## config.mk

```make
export PLATFORM = sky130hd
export DESIGN_NAME = ir_pattern_timer
export DESIGN_NICKNAME = d
export VERILOG_FILES = /design/src/ir_timer_pkg.sv /design/src/ir_pattern_timer.sv /design/src/tick_divider.sv
export SDC_FILE = /design/constraint.sdc
export NUM_CORES = 1
export LEC_CHECK = 0
export CAP_MARGIN = 25
export CORE_MARGIN = 1.5
export CORE_UTILIZATION = 40
export CTS_BUF_LIST = sky130_fd_sc_hd__clkbuf_4
export CTS_CLUSTER_DIAMETER = 100
export CTS_CLUSTER_SIZE = 8
export DETAILED_ROUTE_END_ITERATION = 12
export DONT_BUFFER_PORTS = 1
export PLACE_DENSITY = 0.56
export SLEW_MARGIN = 20
export SYNTH_ARGS = -nofsm -noshare
export SYNTH_HDL_FRONTEND = slang
export SYNTH_SLANG_ARGS = --single-unit
export TNS_END_PERCENT = 5
```

## constraint.sdc

```tcl
create_clock -name ref_clk -period 3.15 [get_ports ref_clk]
set_input_delay 0.63 -clock ref_clk [delete_from_list [all_inputs] [get_ports ref_clk]]
set_output_delay 0.63 -clock ref_clk [all_outputs]
set_load 0.05 [all_outputs]
```

## src/ir_timer_pkg.sv

```systemverilog
// shared constants and types for the infrared pattern timer and carrier generator
package ir_timer_pkg;

  localparam int COUNT_W    = 9;
  localparam int REG_W      = 10;
  localparam int NIBBLE_W   = 4;
  localparam int ENABLE_BIT = 9;
  localparam int CARRIER_DISABLE_BIT   = 9;
  localparam int LOW_PAD_BIT = 9;

  // ref_clk is 250 MHz; the oscillator rate is derived from it by division
  localparam int REF_CLK_HZ       = 250_000_000;
  localparam int MAIN_OSC_FREQ_HZ = 4_000_000;
  localparam int CARRIER_TICK_HZ  = 2 * MAIN_OSC_FREQ_HZ;
  // rounded down: the closest whole divide of ref_clk to twice the oscillator rate
  localparam int REF_PER_CARRIER_TICK = REF_CLK_HZ / CARRIER_TICK_HZ;
  localparam int CARRIER_TICKS_PER_OSC = CARRIER_TICK_HZ / MAIN_OSC_FREQ_HZ;

  localparam int OSC_PER_DECREMENT = 64;
  localparam int SHORTEN_OSC       = 4;
  localparam int PRESCALE_W        = 6;

  localparam logic [COUNT_W-1:0] COUNT_ZERO   = 9'h000;
  localparam logic [REG_W-1:0]   TIMER_RESET  = 10'h000;
  localparam logic [REG_W-1:0]   PERIOD_RESET = 10'h001;

  typedef enum logic [1:0] {
    SEL_TIMER       = 2'h0,
    SEL_LOW_PERIOD  = 2'h1,
    SEL_HIGH_PERIOD = 2'h2
  } reg_sel_t;

  typedef enum logic [1:0] {
    ACC_FULL   = 2'h0,
    ACC_NIBBLE0 = 2'h1,
    ACC_NIBBLE1 = 2'h2
  } access_t;

  typedef struct packed {
    logic             wr;
    logic             rd;
    reg_sel_t         sel;
    access_t          acc;
    logic [REG_W-1:0] data;
  } timer_cmd_t;

  typedef struct packed {
    logic             valid;
    logic [REG_W-1:0] data;
  } timer_rsp_t;

  typedef enum logic [2:0] {
    CAR_IDLE = 3'b001,
    CAR_LOW  = 3'b010,
    CAR_HIGH = 3'b100
  } carrier_state_t;

endpackage

```

## src/ir_pattern_timer.sv

```systemverilog
// infrared pattern timer with carrier generator and transmission indicator
// Functional notes
// - pulse timer has 9-bit down counter, output-enable flag and zero detector
// - loading nonzero count starts counter; loading zero leaves timer stopped
// - running counter decrements once every 64 oscillator periods
// - at zero counting stops; end signal asserts after a further 64 periods, held while zero
// - end signal releases timer-wait halt; execution resumes after halt
// - output time (value+1)*64 periods; shortened variant 4 periods less
// - shortened variant: back-to-back loads total 4 periods shorter than sum
// - enable set and running: indicator low, infrared high or carrier
// - infrared low if ended or disabled; carrier or steady high by disable bit
// - carrier generator: 9-bit counter plus high and low period registers
// - carrier counter at twice oscillator; phases last period value plus one ticks
// - bit 9 of low period register is fixed zero
// - bit 9 of high period register clear selects carrier, set steady level
// - carrier output starts with its low phase
// - end signal stops carrier, infrared low; running high phase completes first
// - period registers readable and writable as nibbles or full 10 bits
// - entering oscillator-stopped standby halts timer and clears count
// - in clock-running halt the timer keeps running with its outputs
// - indicator pin drives only in output mode
`timescale 1ns/1ps
module ir_pattern_timer
  import ir_timer_pkg::*;
#(
  parameter int  REF_DIVIDE    = ir_timer_pkg::REF_PER_CARRIER_TICK,
  parameter bit  SHORT_VARIANT = 1'b0
) (
  input  wire logic                     ref_clk,
  input  wire logic                     reset,
  input  wire ir_timer_pkg::timer_cmd_t cmd,
  output ir_timer_pkg::timer_rsp_t      rsp,
  input  wire logic                     halt_wait,
  input  wire logic                     stop_standby,
  input  wire logic                     indicator_output_mode,
  output logic                          halt_release,
  output logic                          timer_end,
  output logic                          ir_drive_pin,
  output logic                          busy_indicator_pin,
  output logic                          busy_indicator_oe_n
);
  import ir_timer_pkg::*;

  localparam logic [PRESCALE_W-1:0] PRESCALE_LAST  = PRESCALE_W'(OSC_PER_DECREMENT - 1);
  localparam logic [PRESCALE_W-1:0] PRESCALE_START = SHORT_VARIANT ?
                                                     PRESCALE_W'(SHORTEN_OSC) : '0;

  generate
    if (REF_DIVIDE < 1) begin : g_bad_div
      $error("ir_pattern_timer: REF_DIVIDE must be at least 1");
    end
  endgenerate

  // derived rates
  logic carrier_tick;
  logic osc_tick;

  tick_divider #(.DIVIDE(REF_DIVIDE)) u_carrier_div (
    .ref_clk   (ref_clk),
    .reset     (reset),
    .enable_in (1'b1),
    .tick      (carrier_tick)
  );

  tick_divider #(.DIVIDE(CARRIER_TICKS_PER_OSC)) u_osc_div (
    .ref_clk   (ref_clk),
    .reset     (reset),
    .enable_in (carrier_tick),
    .tick      (osc_tick)
  );

  // register state
  logic [COUNT_W-1:0]    count;
  logic                  pulse_output_enable;
  logic                  tail;
  logic [PRESCALE_W-1:0] prescale;
  logic [REG_W-1:0]      carrier_low_period;
  logic [REG_W-1:0]      carrier_high_period;
  logic [COUNT_W-1:0]    carrier_count;
  carrier_state_t        carrier_state;

  logic       carrier_disable;
  logic       count_zero;
  logic       busy;
  logic       timer_wr;
  logic [REG_W-1:0] next_timer;
  logic       start_load;

  assign carrier_disable = carrier_high_period[CARRIER_DISABLE_BIT];
  assign count_zero      = (count == COUNT_ZERO);
  // the extra period after the last decrement gives the value+1 output length
  assign busy            = !count_zero || tail;
  assign timer_wr        = cmd.wr && (cmd.sel == SEL_TIMER);

  // merge a full or nibble write into the current value
  function automatic logic [REG_W-1:0] merge(input logic [REG_W-1:0] cur,
                                             input access_t acc,
                                             input logic [REG_W-1:0] wdata);
    logic [REG_W-1:0] res;
    res = cur;
    case (acc)
      ACC_FULL:    res = wdata;
      ACC_NIBBLE0: res[NIBBLE_W-1:0] = wdata[NIBBLE_W-1:0];
      ACC_NIBBLE1: res[2*NIBBLE_W-1:NIBBLE_W] = wdata[NIBBLE_W-1:0];
      default:     res = cur;
    endcase
    return res;
  endfunction

  function automatic logic [REG_W-1:0] pick(input logic [REG_W-1:0] cur,
                                            input access_t acc);
    logic [REG_W-1:0] res;
    res = '0;
    case (acc)
      ACC_FULL:    res = cur;
      ACC_NIBBLE0: res[NIBBLE_W-1:0] = cur[NIBBLE_W-1:0];
      ACC_NIBBLE1: res[NIBBLE_W-1:0] = cur[2*NIBBLE_W-1:NIBBLE_W];
      default:     res = '0;
    endcase
    return res;
  endfunction

  assign next_timer = merge({pulse_output_enable, count}, cmd.acc, cmd.data);
  // a load starts a fresh pattern only when the timer was idle
  assign start_load = timer_wr && (next_timer[COUNT_W-1:0] != COUNT_ZERO) && !busy;

  // output-enable flag and down counter
  always_ff @(posedge ref_clk) begin
    if (reset) begin
      count               <= TIMER_RESET[COUNT_W-1:0];
      pulse_output_enable <= TIMER_RESET[ENABLE_BIT];
    end else if (stop_standby) begin
      count               <= COUNT_ZERO;
      pulse_output_enable <= 1'b0;
    end else if (timer_wr) begin
      pulse_output_enable <= next_timer[ENABLE_BIT];
      count               <= next_timer[COUNT_W-1:0];
    end else if (osc_tick && !count_zero && prescale == PRESCALE_LAST) begin
      count <= count - COUNT_W'(1);
    end
  end

  // tail period after the counter reaches zero
  always_ff @(posedge ref_clk) begin
    if (reset || stop_standby) begin
      tail <= 1'b0;
    end else if (timer_wr) begin
      tail <= next_timer[COUNT_W-1:0] != COUNT_ZERO;
    end else if (osc_tick && prescale == PRESCALE_LAST && count_zero) begin
      tail <= 1'b0;
    end
  end

  // 64-period prescaler; shortened variant starts the first period 4 counts in, so it is 4 periods short
  always_ff @(posedge ref_clk) begin
    if (reset || stop_standby) begin
      prescale <= '0;
    end else if (start_load) begin
      prescale <= PRESCALE_START;
    end else if (osc_tick && busy) begin
      prescale <= (prescale == PRESCALE_LAST) ? '0 : prescale + PRESCALE_W'(1);
    end
  end

  // low and high period registers
  always_ff @(posedge ref_clk) begin
    if (reset) begin
      carrier_low_period <= PERIOD_RESET;
    end else if (cmd.wr && cmd.sel == SEL_LOW_PERIOD) begin
      carrier_low_period <= merge(carrier_low_period, cmd.acc, cmd.data);
      carrier_low_period[LOW_PAD_BIT] <= 1'b0;
    end
  end

  always_ff @(posedge ref_clk) begin
    if (reset) begin
      carrier_high_period <= PERIOD_RESET;
    end else if (cmd.wr && cmd.sel == SEL_HIGH_PERIOD) begin
      carrier_high_period <= merge(carrier_high_period, cmd.acc, cmd.data);
    end
  end

  // read answer, one cycle after the request
  always_ff @(posedge ref_clk) begin
    if (reset) begin
      rsp <= '0;
    end else begin
      rsp.valid <= cmd.rd;
      case (cmd.sel)
        SEL_TIMER:       rsp.data <= pick({pulse_output_enable, count}, cmd.acc);
        SEL_LOW_PERIOD:  rsp.data <= pick(carrier_low_period, cmd.acc);
        SEL_HIGH_PERIOD: rsp.data <= pick(carrier_high_period, cmd.acc);
        default:         rsp.data <= '0;
      endcase
    end
  end

  // carrier generator at twice the oscillator rate
  logic [COUNT_W-1:0] phase_last;
  assign phase_last = (carrier_state == CAR_HIGH) ? carrier_high_period[COUNT_W-1:0]
                                                  : carrier_low_period[COUNT_W-1:0];

  always_ff @(posedge ref_clk) begin
    if (reset || stop_standby) begin
      carrier_state <= CAR_IDLE;
      carrier_count <= '0;
    end else if (start_load) begin
      carrier_state <= CAR_LOW;
      carrier_count <= '0;
    end else if (carrier_tick) begin
      case (carrier_state)
        CAR_IDLE: begin
          carrier_count <= '0;
        end
        CAR_LOW: begin
          if (!busy) begin
            carrier_state <= CAR_IDLE;
            carrier_count <= '0;
          end else if (carrier_count == phase_last) begin
            carrier_state <= CAR_HIGH;
            carrier_count <= '0;
          end else begin
            carrier_count <= carrier_count + COUNT_W'(1);
          end
        end
        CAR_HIGH: begin
          if (carrier_count == phase_last) begin
            carrier_state <= busy ? CAR_LOW : CAR_IDLE;
            carrier_count <= '0;
          end else begin
            carrier_count <= carrier_count + COUNT_W'(1);
          end
        end
        default: begin
          carrier_state <= CAR_IDLE;
          carrier_count <= '0;
        end
      endcase
    end
  end

  // pin and status outputs, all registered; they keep running in clock-running halt
  logic next_ir;
  logic next_led;
  always_comb begin
    if (!pulse_output_enable) begin
      next_ir = 1'b0;
    end else if (carrier_disable) begin
      next_ir = busy;
    end else begin
      next_ir = (carrier_state == CAR_HIGH);
    end
    next_led = !(pulse_output_enable && busy);
  end

  always_ff @(posedge ref_clk) begin
    if (reset) begin
      ir_drive_pin <= 1'b0;
    end else begin
      ir_drive_pin <= next_ir;
    end
  end

  always_ff @(posedge ref_clk) begin
    if (reset) begin
      busy_indicator_pin  <= 1'b1;
      busy_indicator_oe_n <= 1'b1;
    end else begin
      busy_indicator_pin  <= next_led;
      busy_indicator_oe_n <= !indicator_output_mode;
    end
  end

  always_ff @(posedge ref_clk) begin
    if (reset) begin
      timer_end    <= 1'b1;
      halt_release <= 1'b0;
    end else begin
      timer_end    <= !busy;
      halt_release <= halt_wait && !busy;
    end
  end
endmodule

```

## src/tick_divider.sv

```systemverilog
// enable divider: one-cycle pulse every DIVIDE qualified input enables
`timescale 1ns/1ps
module tick_divider #(
  parameter int DIVIDE = 2
) (
  input  wire logic ref_clk,
  input  wire logic reset,
  input  wire logic enable_in,
  output logic      tick
);
  localparam int CW = (DIVIDE > 1) ? $clog2(DIVIDE) : 1;
  localparam logic [CW-1:0] LAST = CW'(DIVIDE - 1);

  logic [CW-1:0] count;

  generate
    if (DIVIDE < 1) begin : g_bad
      $error("tick_divider: DIVIDE must be at least 1");
    end
  endgenerate

  always_ff @(posedge ref_clk) begin
    if (reset) begin
      count <= '0;
    end else if (enable_in) begin
      count <= (count == LAST) ? '0 : count + CW'(1);
    end
  end

  always_ff @(posedge ref_clk) begin
    if (reset) begin
      tick <= 1'b0;
    end else begin
      tick <= enable_in && (count == LAST);
    end
  end
endmodule
```

# Yosys cells after proc, flatten, opt, wreduce, memory -nomap -nowiden
# Index checks and enable logic that the tools add are counted.
classes:
  n_div: 0
  n_shift: 0
  mul: 0
  n_eq_ne: 15
  order_cmp: 0
  addsub: 5
  mux: 29
  n_reduce_logical: 41
  bitwise: 2
ops:
  columns: ["op", "count"]
  rows:
  - ["9-bit 2-to-1 mux", 5]
  - ["4-bit case mux with 2 select lines", 5]
  - ["10-bit case mux with 3 select lines", 1]
  - ["6-bit 2-to-1 mux", 3]
  - ["9-bit case mux with 2 select lines", 1]
  - ["2-bit AND reduction", 7]
  - ["1-bit logical AND", 13]
  - ["2-bit OR reduction", 5]
  - ["9-bit by 1-bit adder with 9-bit output, second input constant", 1]
  - ["9-bit equality test", 1]
  - ["9-bit logical NOT", 1]
  - ["3-bit 2-to-1 mux", 3]
  - ["3-bit case mux with 3 select lines", 1]
  - ["9-bit nonzero test", 1]
  - ["9-bit by 1-bit subtractor with 9-bit output, second input constant", 1]
  - ["4-bit AND reduction", 2]
  - ["2-bit nonzero test", 4]
  - ["6-bit by 1-bit adder with 6-bit output, second input constant", 1]
  - ["6-bit equality test, second input constant", 1]
  - ["2-bit 2-to-1 mux", 3]
  - ["5-bit by 1-bit adder with 5-bit output, second input constant", 1]
  - ["5-bit equality test, second input constant", 1]
  - ["1-bit 2-to-1 mux", 5]
  - ["5-bit 2-to-1 mux", 1]
  - ["16 further kinds", 24]
word_totals:
  ram_bits: 0
  latchBits: 0
  mem_count: 0
  mem_bits_ro: 0
  output_inout_bits: 16
  word_cells: 116
  regBits: 72

# Logic depth before layout (Yosys ltp)
depth:
  word_depth: 8
  depth_mapped: 10

# Hierarchy
# Synthesis repeated with hierarchy kept, for this count alone.
unflattened:
  cells_unflattened: 419
  hier_area_um2: 3681.0
by_module_without_submodules:
  columns: ["mod", "instances", "cells_each", "area_per_inst_um2"]
  rows:
  - ["ir_pattern_timer", 1, 386, 3344.5]
  - ["tick_divider at u_carrier_div", 1, 27, 276.5]
  - ["tick_divider at u_osc_div", 1, 6, 60.1]

# Worst setup path after synthesis
# OpenSTA, ideal clock, no wires.
synth_timing:
  path_type: "input to register"
  startpoint: "input cmd[11] in the netlist's numbering"
  endpoint: "register prescale[0]"
  slack_ns: 0.846
  t_required_ns: 3.021
  path_stages: 8
  setup_ns: 0.129
  arrival_time_ns: 2.175
  path_buffers: 2
  cell_sequence: "clkbuf_1 -> mux2_2 -> mux2i_1 -> and4_1 -> a211o_1 -> nand2_1 -> clkbuf_1 -> nor2_1"
synth_between:
  elab_chain_len: 7
  word_cells_on_any_way: 11
  cone_classes: "eq/ne: 2; mux: 3; reduce/logical: 6"
synth_lines:
  columns: ["item", "line", "rtl"]
  rows:
  - ["start: declaration", "ir_pattern_timer.sv:31", "input wire ir_timer_pkg::timer_cmd_t cmd,"]
  - ["2-bit by 1-bit equality test with 1-bit output or 2-bit logical NOT (tied branches)", "ir_pattern_timer.sv:101", "case (acc)"]
  - ["2-bit OR reduction (no source line)", null, null]
  - ["4-bit 2-to-1 mux", "ir_pattern_timer.sv:101", null]
  - ["9-bit nonzero test (*)", "ir_pattern_timer.sv:125", "assign start_load = timer_wr && (next_timer[COUNT_W-1:0] != COUNT_ZERO) && !busy;"]
  - ["1-bit logical AND (*) (2 in a row)", "ir_pattern_timer.sv:125", null]
  - ["2-bit OR reduction (no source line) (*)", null, null]
  - ["end signal: assignment", "ir_pattern_timer.sv:161", "prescale <= (prescale == PRESCALE_LAST) ? '0 : prescale + PRESCALE_W'(1);"]
  - ["end: declaration", "ir_pattern_timer.sv:76", "logic [PRESCALE_W-1:0] prescale;"]
# Every way passes the cells marked *; elsewhere a longest branch is shown, timed or not.
# A chain may end at the register's enable or synchronous reset.

# Final worst setup path
layout_timing:
  startpoint: "register count[0]"
  endpoint: "register carrier_state[0]"
layout_between:
  elab_chain_len: 8
  word_cells_on_any_way: 19
  cone_classes: "eq/ne: 3; mux: 7; reduce/logical: 9"
layout_lines:
  columns: ["item", "line", "rtl"]
  rows:
  - ["start: declaration", "ir_pattern_timer.sv:73", "logic [COUNT_W-1:0] count;"]
  - ["start signal: assignment", "ir_pattern_timer.sv:130", "count <= TIMER_RESET[COUNT_W-1:0];"]
  - ["start signal: assignment", "ir_pattern_timer.sv:137", "count <= next_timer[COUNT_W-1:0];"]
  - ["start signal: assignment", "ir_pattern_timer.sv:139", "count <= count - COUNT_W'(1);"]
  - ["9-bit logical NOT", "ir_pattern_timer.sv:90", "assign count_zero = (count == COUNT_ZERO);"]
  - ["1-bit logical NOT", "ir_pattern_timer.sv:92", "assign busy = !count_zero || tail;"]
  - ["1-bit logical OR", "ir_pattern_timer.sv:92", null]
  - ["2-bit 2-to-1 mux", "ir_pattern_timer.sv:228", "carrier_state <= busy ? CAR_LOW : CAR_IDLE;"]
  - ["3-bit 2-to-1 mux", "ir_pattern_timer.sv:227", "if (carrier_count == phase_last) begin"]
  - ["3-bit case mux with 3 select lines", "ir_pattern_timer.sv:211", "case (carrier_state)"]
  - ["2-bit 2-to-1 mux", "ir_pattern_timer.sv:210", "end else if (carrier_tick) begin"]
  - ["2-bit 2-to-1 mux", "ir_pattern_timer.sv:207", "end else if (start_load) begin"]
  - ["end signal: assignment", "ir_pattern_timer.sv:228", null]
  - ["end: declaration", "ir_pattern_timer.sv:80", "carrier_state_t carrier_state;"]
# Several ways; a longest one is shown, not always the timed one. The select of a mux whose other input is x is not followed.

==> impl_metrics.toml <==
[logic_synthesis]
avgSynthCellArea_um2 = 8.44
synth-main-ff-cell = "dfxtp_1"
synth_edf_count = 0
synthArstFlopShare_pct = 0
ys_ff_latch = 72
ys_types = 56
syn_area_mm2 = 0.00364
syn_nets = 458
netlist_instances = 431
yosysSeqAreaShare_pct = 39.6
ys_warn_count = 0

[cts]
cts_max_level = 3
cts_resized = 0
clk_latency_ns = 0.45
clk_pin_slew_worst_paths_ns = 0.13
cts-root-buf = "clkbuf_4"
cts_tree = "yes"
cts.sinks = 72
cts_max_path_buffers = 2
cts_buffers = 9
holdBufCountCts = 0
post-cts-setup-buffers = 0

[critical_path]
crit_top_cell = "nand2_1"
worstRegToRegCells = 9
slowest_delay_ns = 0.42
cp-end-kind = "flop"
cp.arrival_ns = 3.02
crit_fanout = 8
path_class = "flop to flop"
crit_slowest_cell = "dfxtp_1"
startpoint_type = "flop"
path_cells = "inv_1, ha_1, nor4b_1, nand3b_1, nand2_1, mux2_2, o21ai_0, nand2_1, a221o_1"
crit_required_ns = 3.50

[sta]
finalWorstPathRequiredPeriod_ns = 2.67
tns_ns = 0
final_max_slew_viol_count = 0
fin_crit_sh_pct = 84.8
hold_viol_final = 0
tightestPinTransition_ns = 0.613
fmax_ghz = 0.375
worst_slew_margin_rel_pct = 58.9
setup_viol = 0
rsz0062_at_grt = "false"
skew_ns = 0.0129

[worst_hold_path]
whs_path_depth = 1
min_path_type = "primary input to flop"

[power_and_ir_drop]
power_mw = 1.77
power.density_mw_per_mm2 = 457
cellLeakagePower_nw = 1.41
ir_drop_v = 0.000321

[status]
status = "finished, final reports clean"

[job]
timing.max_cap.violations = 0

[placed_design]
dp_hpwl_um = 6520
gp_congestion = 0.847
place_area_mm2 = 0.00370
port_buffers = 0

[floorplan]
ios = 37
fp.dieW_um = 98.4
coreArea_mm2 = 0.00876
die_height_um = 98.4
die_area_mm2 = 0.00967
num_rows = 34
start_util_pct = 41.5

[finish]
final_cell_mix = "dfxtp_1, nor2_1, a21oi_1, nand2_1, mux2i_1"
antenna_cells = 0
finish.instance_area_mm2 = 0.00387
nets = 450
area_delta_synth_final_pct = 6.36
drive_above_1_share_pct = 7.24
final_common_cell = "dfxtp_1"
num-fill-cells = 866
finalCoreUtilization_pct = 44.1
multi_input_area_mm2 = 0.00206
regArea_mm2 = 0.00144

[grt]
overflow = 0
grt_use_total_pct = 19.8
grt_pass1_wl_um = 15000
grt_pass1_vias = 2785
antenna_found_initial = 0
grt_max_degree = 33

[route]
drt_iter0_markers = 163
vias = 3016
drtAntennaViolNets = 0
routed_wl_um = 9160
remaining_drc_errors = 0
vias_per_cell = 5.63
dr.pass1.iters = 4
wl_per_cell_um = 17.1
## synth_stat cells (5+ instances only)
cell,number,area [um2]
xor2_1,15,131
o22ai_1,10,62.6
nor4_1,5,31.3
nor3_1,11,55.1
nand4_1,6,37.5
a21oi_1,34,170
ha_1,6,75.1
mux2_2,5,56.3
mux2i_1,27,270
nor3b_1,5,37.5
nand2_1,30,113
nand3_1,11,55.1
nor2_1,63,236
a211oi_1,12,90.1
inv_1,13,48.8
nand2b_1,8,50.1
clkbuf_1,17,63.8
xnor2_1,6,52.6
dfxtp_1,72,1440
o21ai_0,12,60.1
and3_1,5,31.3
nor2b_1,12,75.1
## area by class of cell
type | count | area share, %
inverter | 13 | 1.26
timing repair buffer | 2 | 0.388
clock buffer | 10 | 1.94
multi-input combinational | 325 | 53.3
clock inverter | 6 | 2.39
tap | 108 | 3.49
sequential | 72 | 37.3
## registers in the layout (all words and copies together) (netlist names), 3 cells and up
| signal | cells |
|---|---|
| prescale | 6 |
| carrier_state | 3 |
| count | 9 |
| rsp | 11 |
| carrier_high_period | 10 |
| carrier_low_period | 9 |
| carrier_count | 9 |
| u_carrier_div.count | 5 |
## cells by family (layout without fill, tap and decap cells)
family                   Yosys count  count (layout)  share of synthesized area, %
AND/OR/NAND/NOR                  175             175                          24.4
flip-flops                        72              72                          39.6
XOR/XNOR                          21              21                          5.06
buffers and inverters             34              31                          3.72
adder cells (fa/ha/maj)            6               6                          2.06
multiplexers                      32              32                          8.98
AO/OA/AOI/OAI                     91              91                          16.2
## critical path, delay by kind of cell, from the launching register on
kind / cells / cell delay (ns)
compound gates: 2 / 0.74
mux: 1 / 0.29
simple gates: 4 / 0.84
buf+inv: 1 / 0.10
flops: 1 / 0.42
fa+ha+maj: 1 / 0.20
## per-stage QoR
step / setup slack (ns) / cells / hold slack (ns)
floorplan: 0.846 / 431 / 0.404
global placement: 0.648 / 520 / 0.448
detailed placement: 0.508 / 520 / 0.443
CTS: 0.468 / 536 / 0.205
global route: 0.149 / 536 / 0.209
finish: 0.480 / 536 / 0.235
## where the power goes
group	switching (mW)	internal, mW	total [mW]
sequential	0.0350	0.928	0.963
combinational	0.0638	0.0504	0.114
clock	0.358	0.334	0.692
total	0.456	1.31	1.77
## worst paths after layout
| path | endpoint | slack, ns | from |
|---|---|---|---|
| max | carrier_state[0] | 0.48 | count[0] |
| min reg2reg | u_carrier_div.count[0] | 0.47 | u_carrier_div.count[0] |
| min | halt_release | 0.23 | reset |
| max reg2reg | carrier_state[0] | 0.48 | count[0] |
## per-layer routing
layer	global-route usage [%]	up-vias	routed length, um
li1	-	1519	-
met4	6.83	0	147
met3	4.72	14	486
met1	27.0	1395	4270
met5	0	-	0
met2	30.6	88	4260
Note: power is estimated with default switching activity, not from simulation.
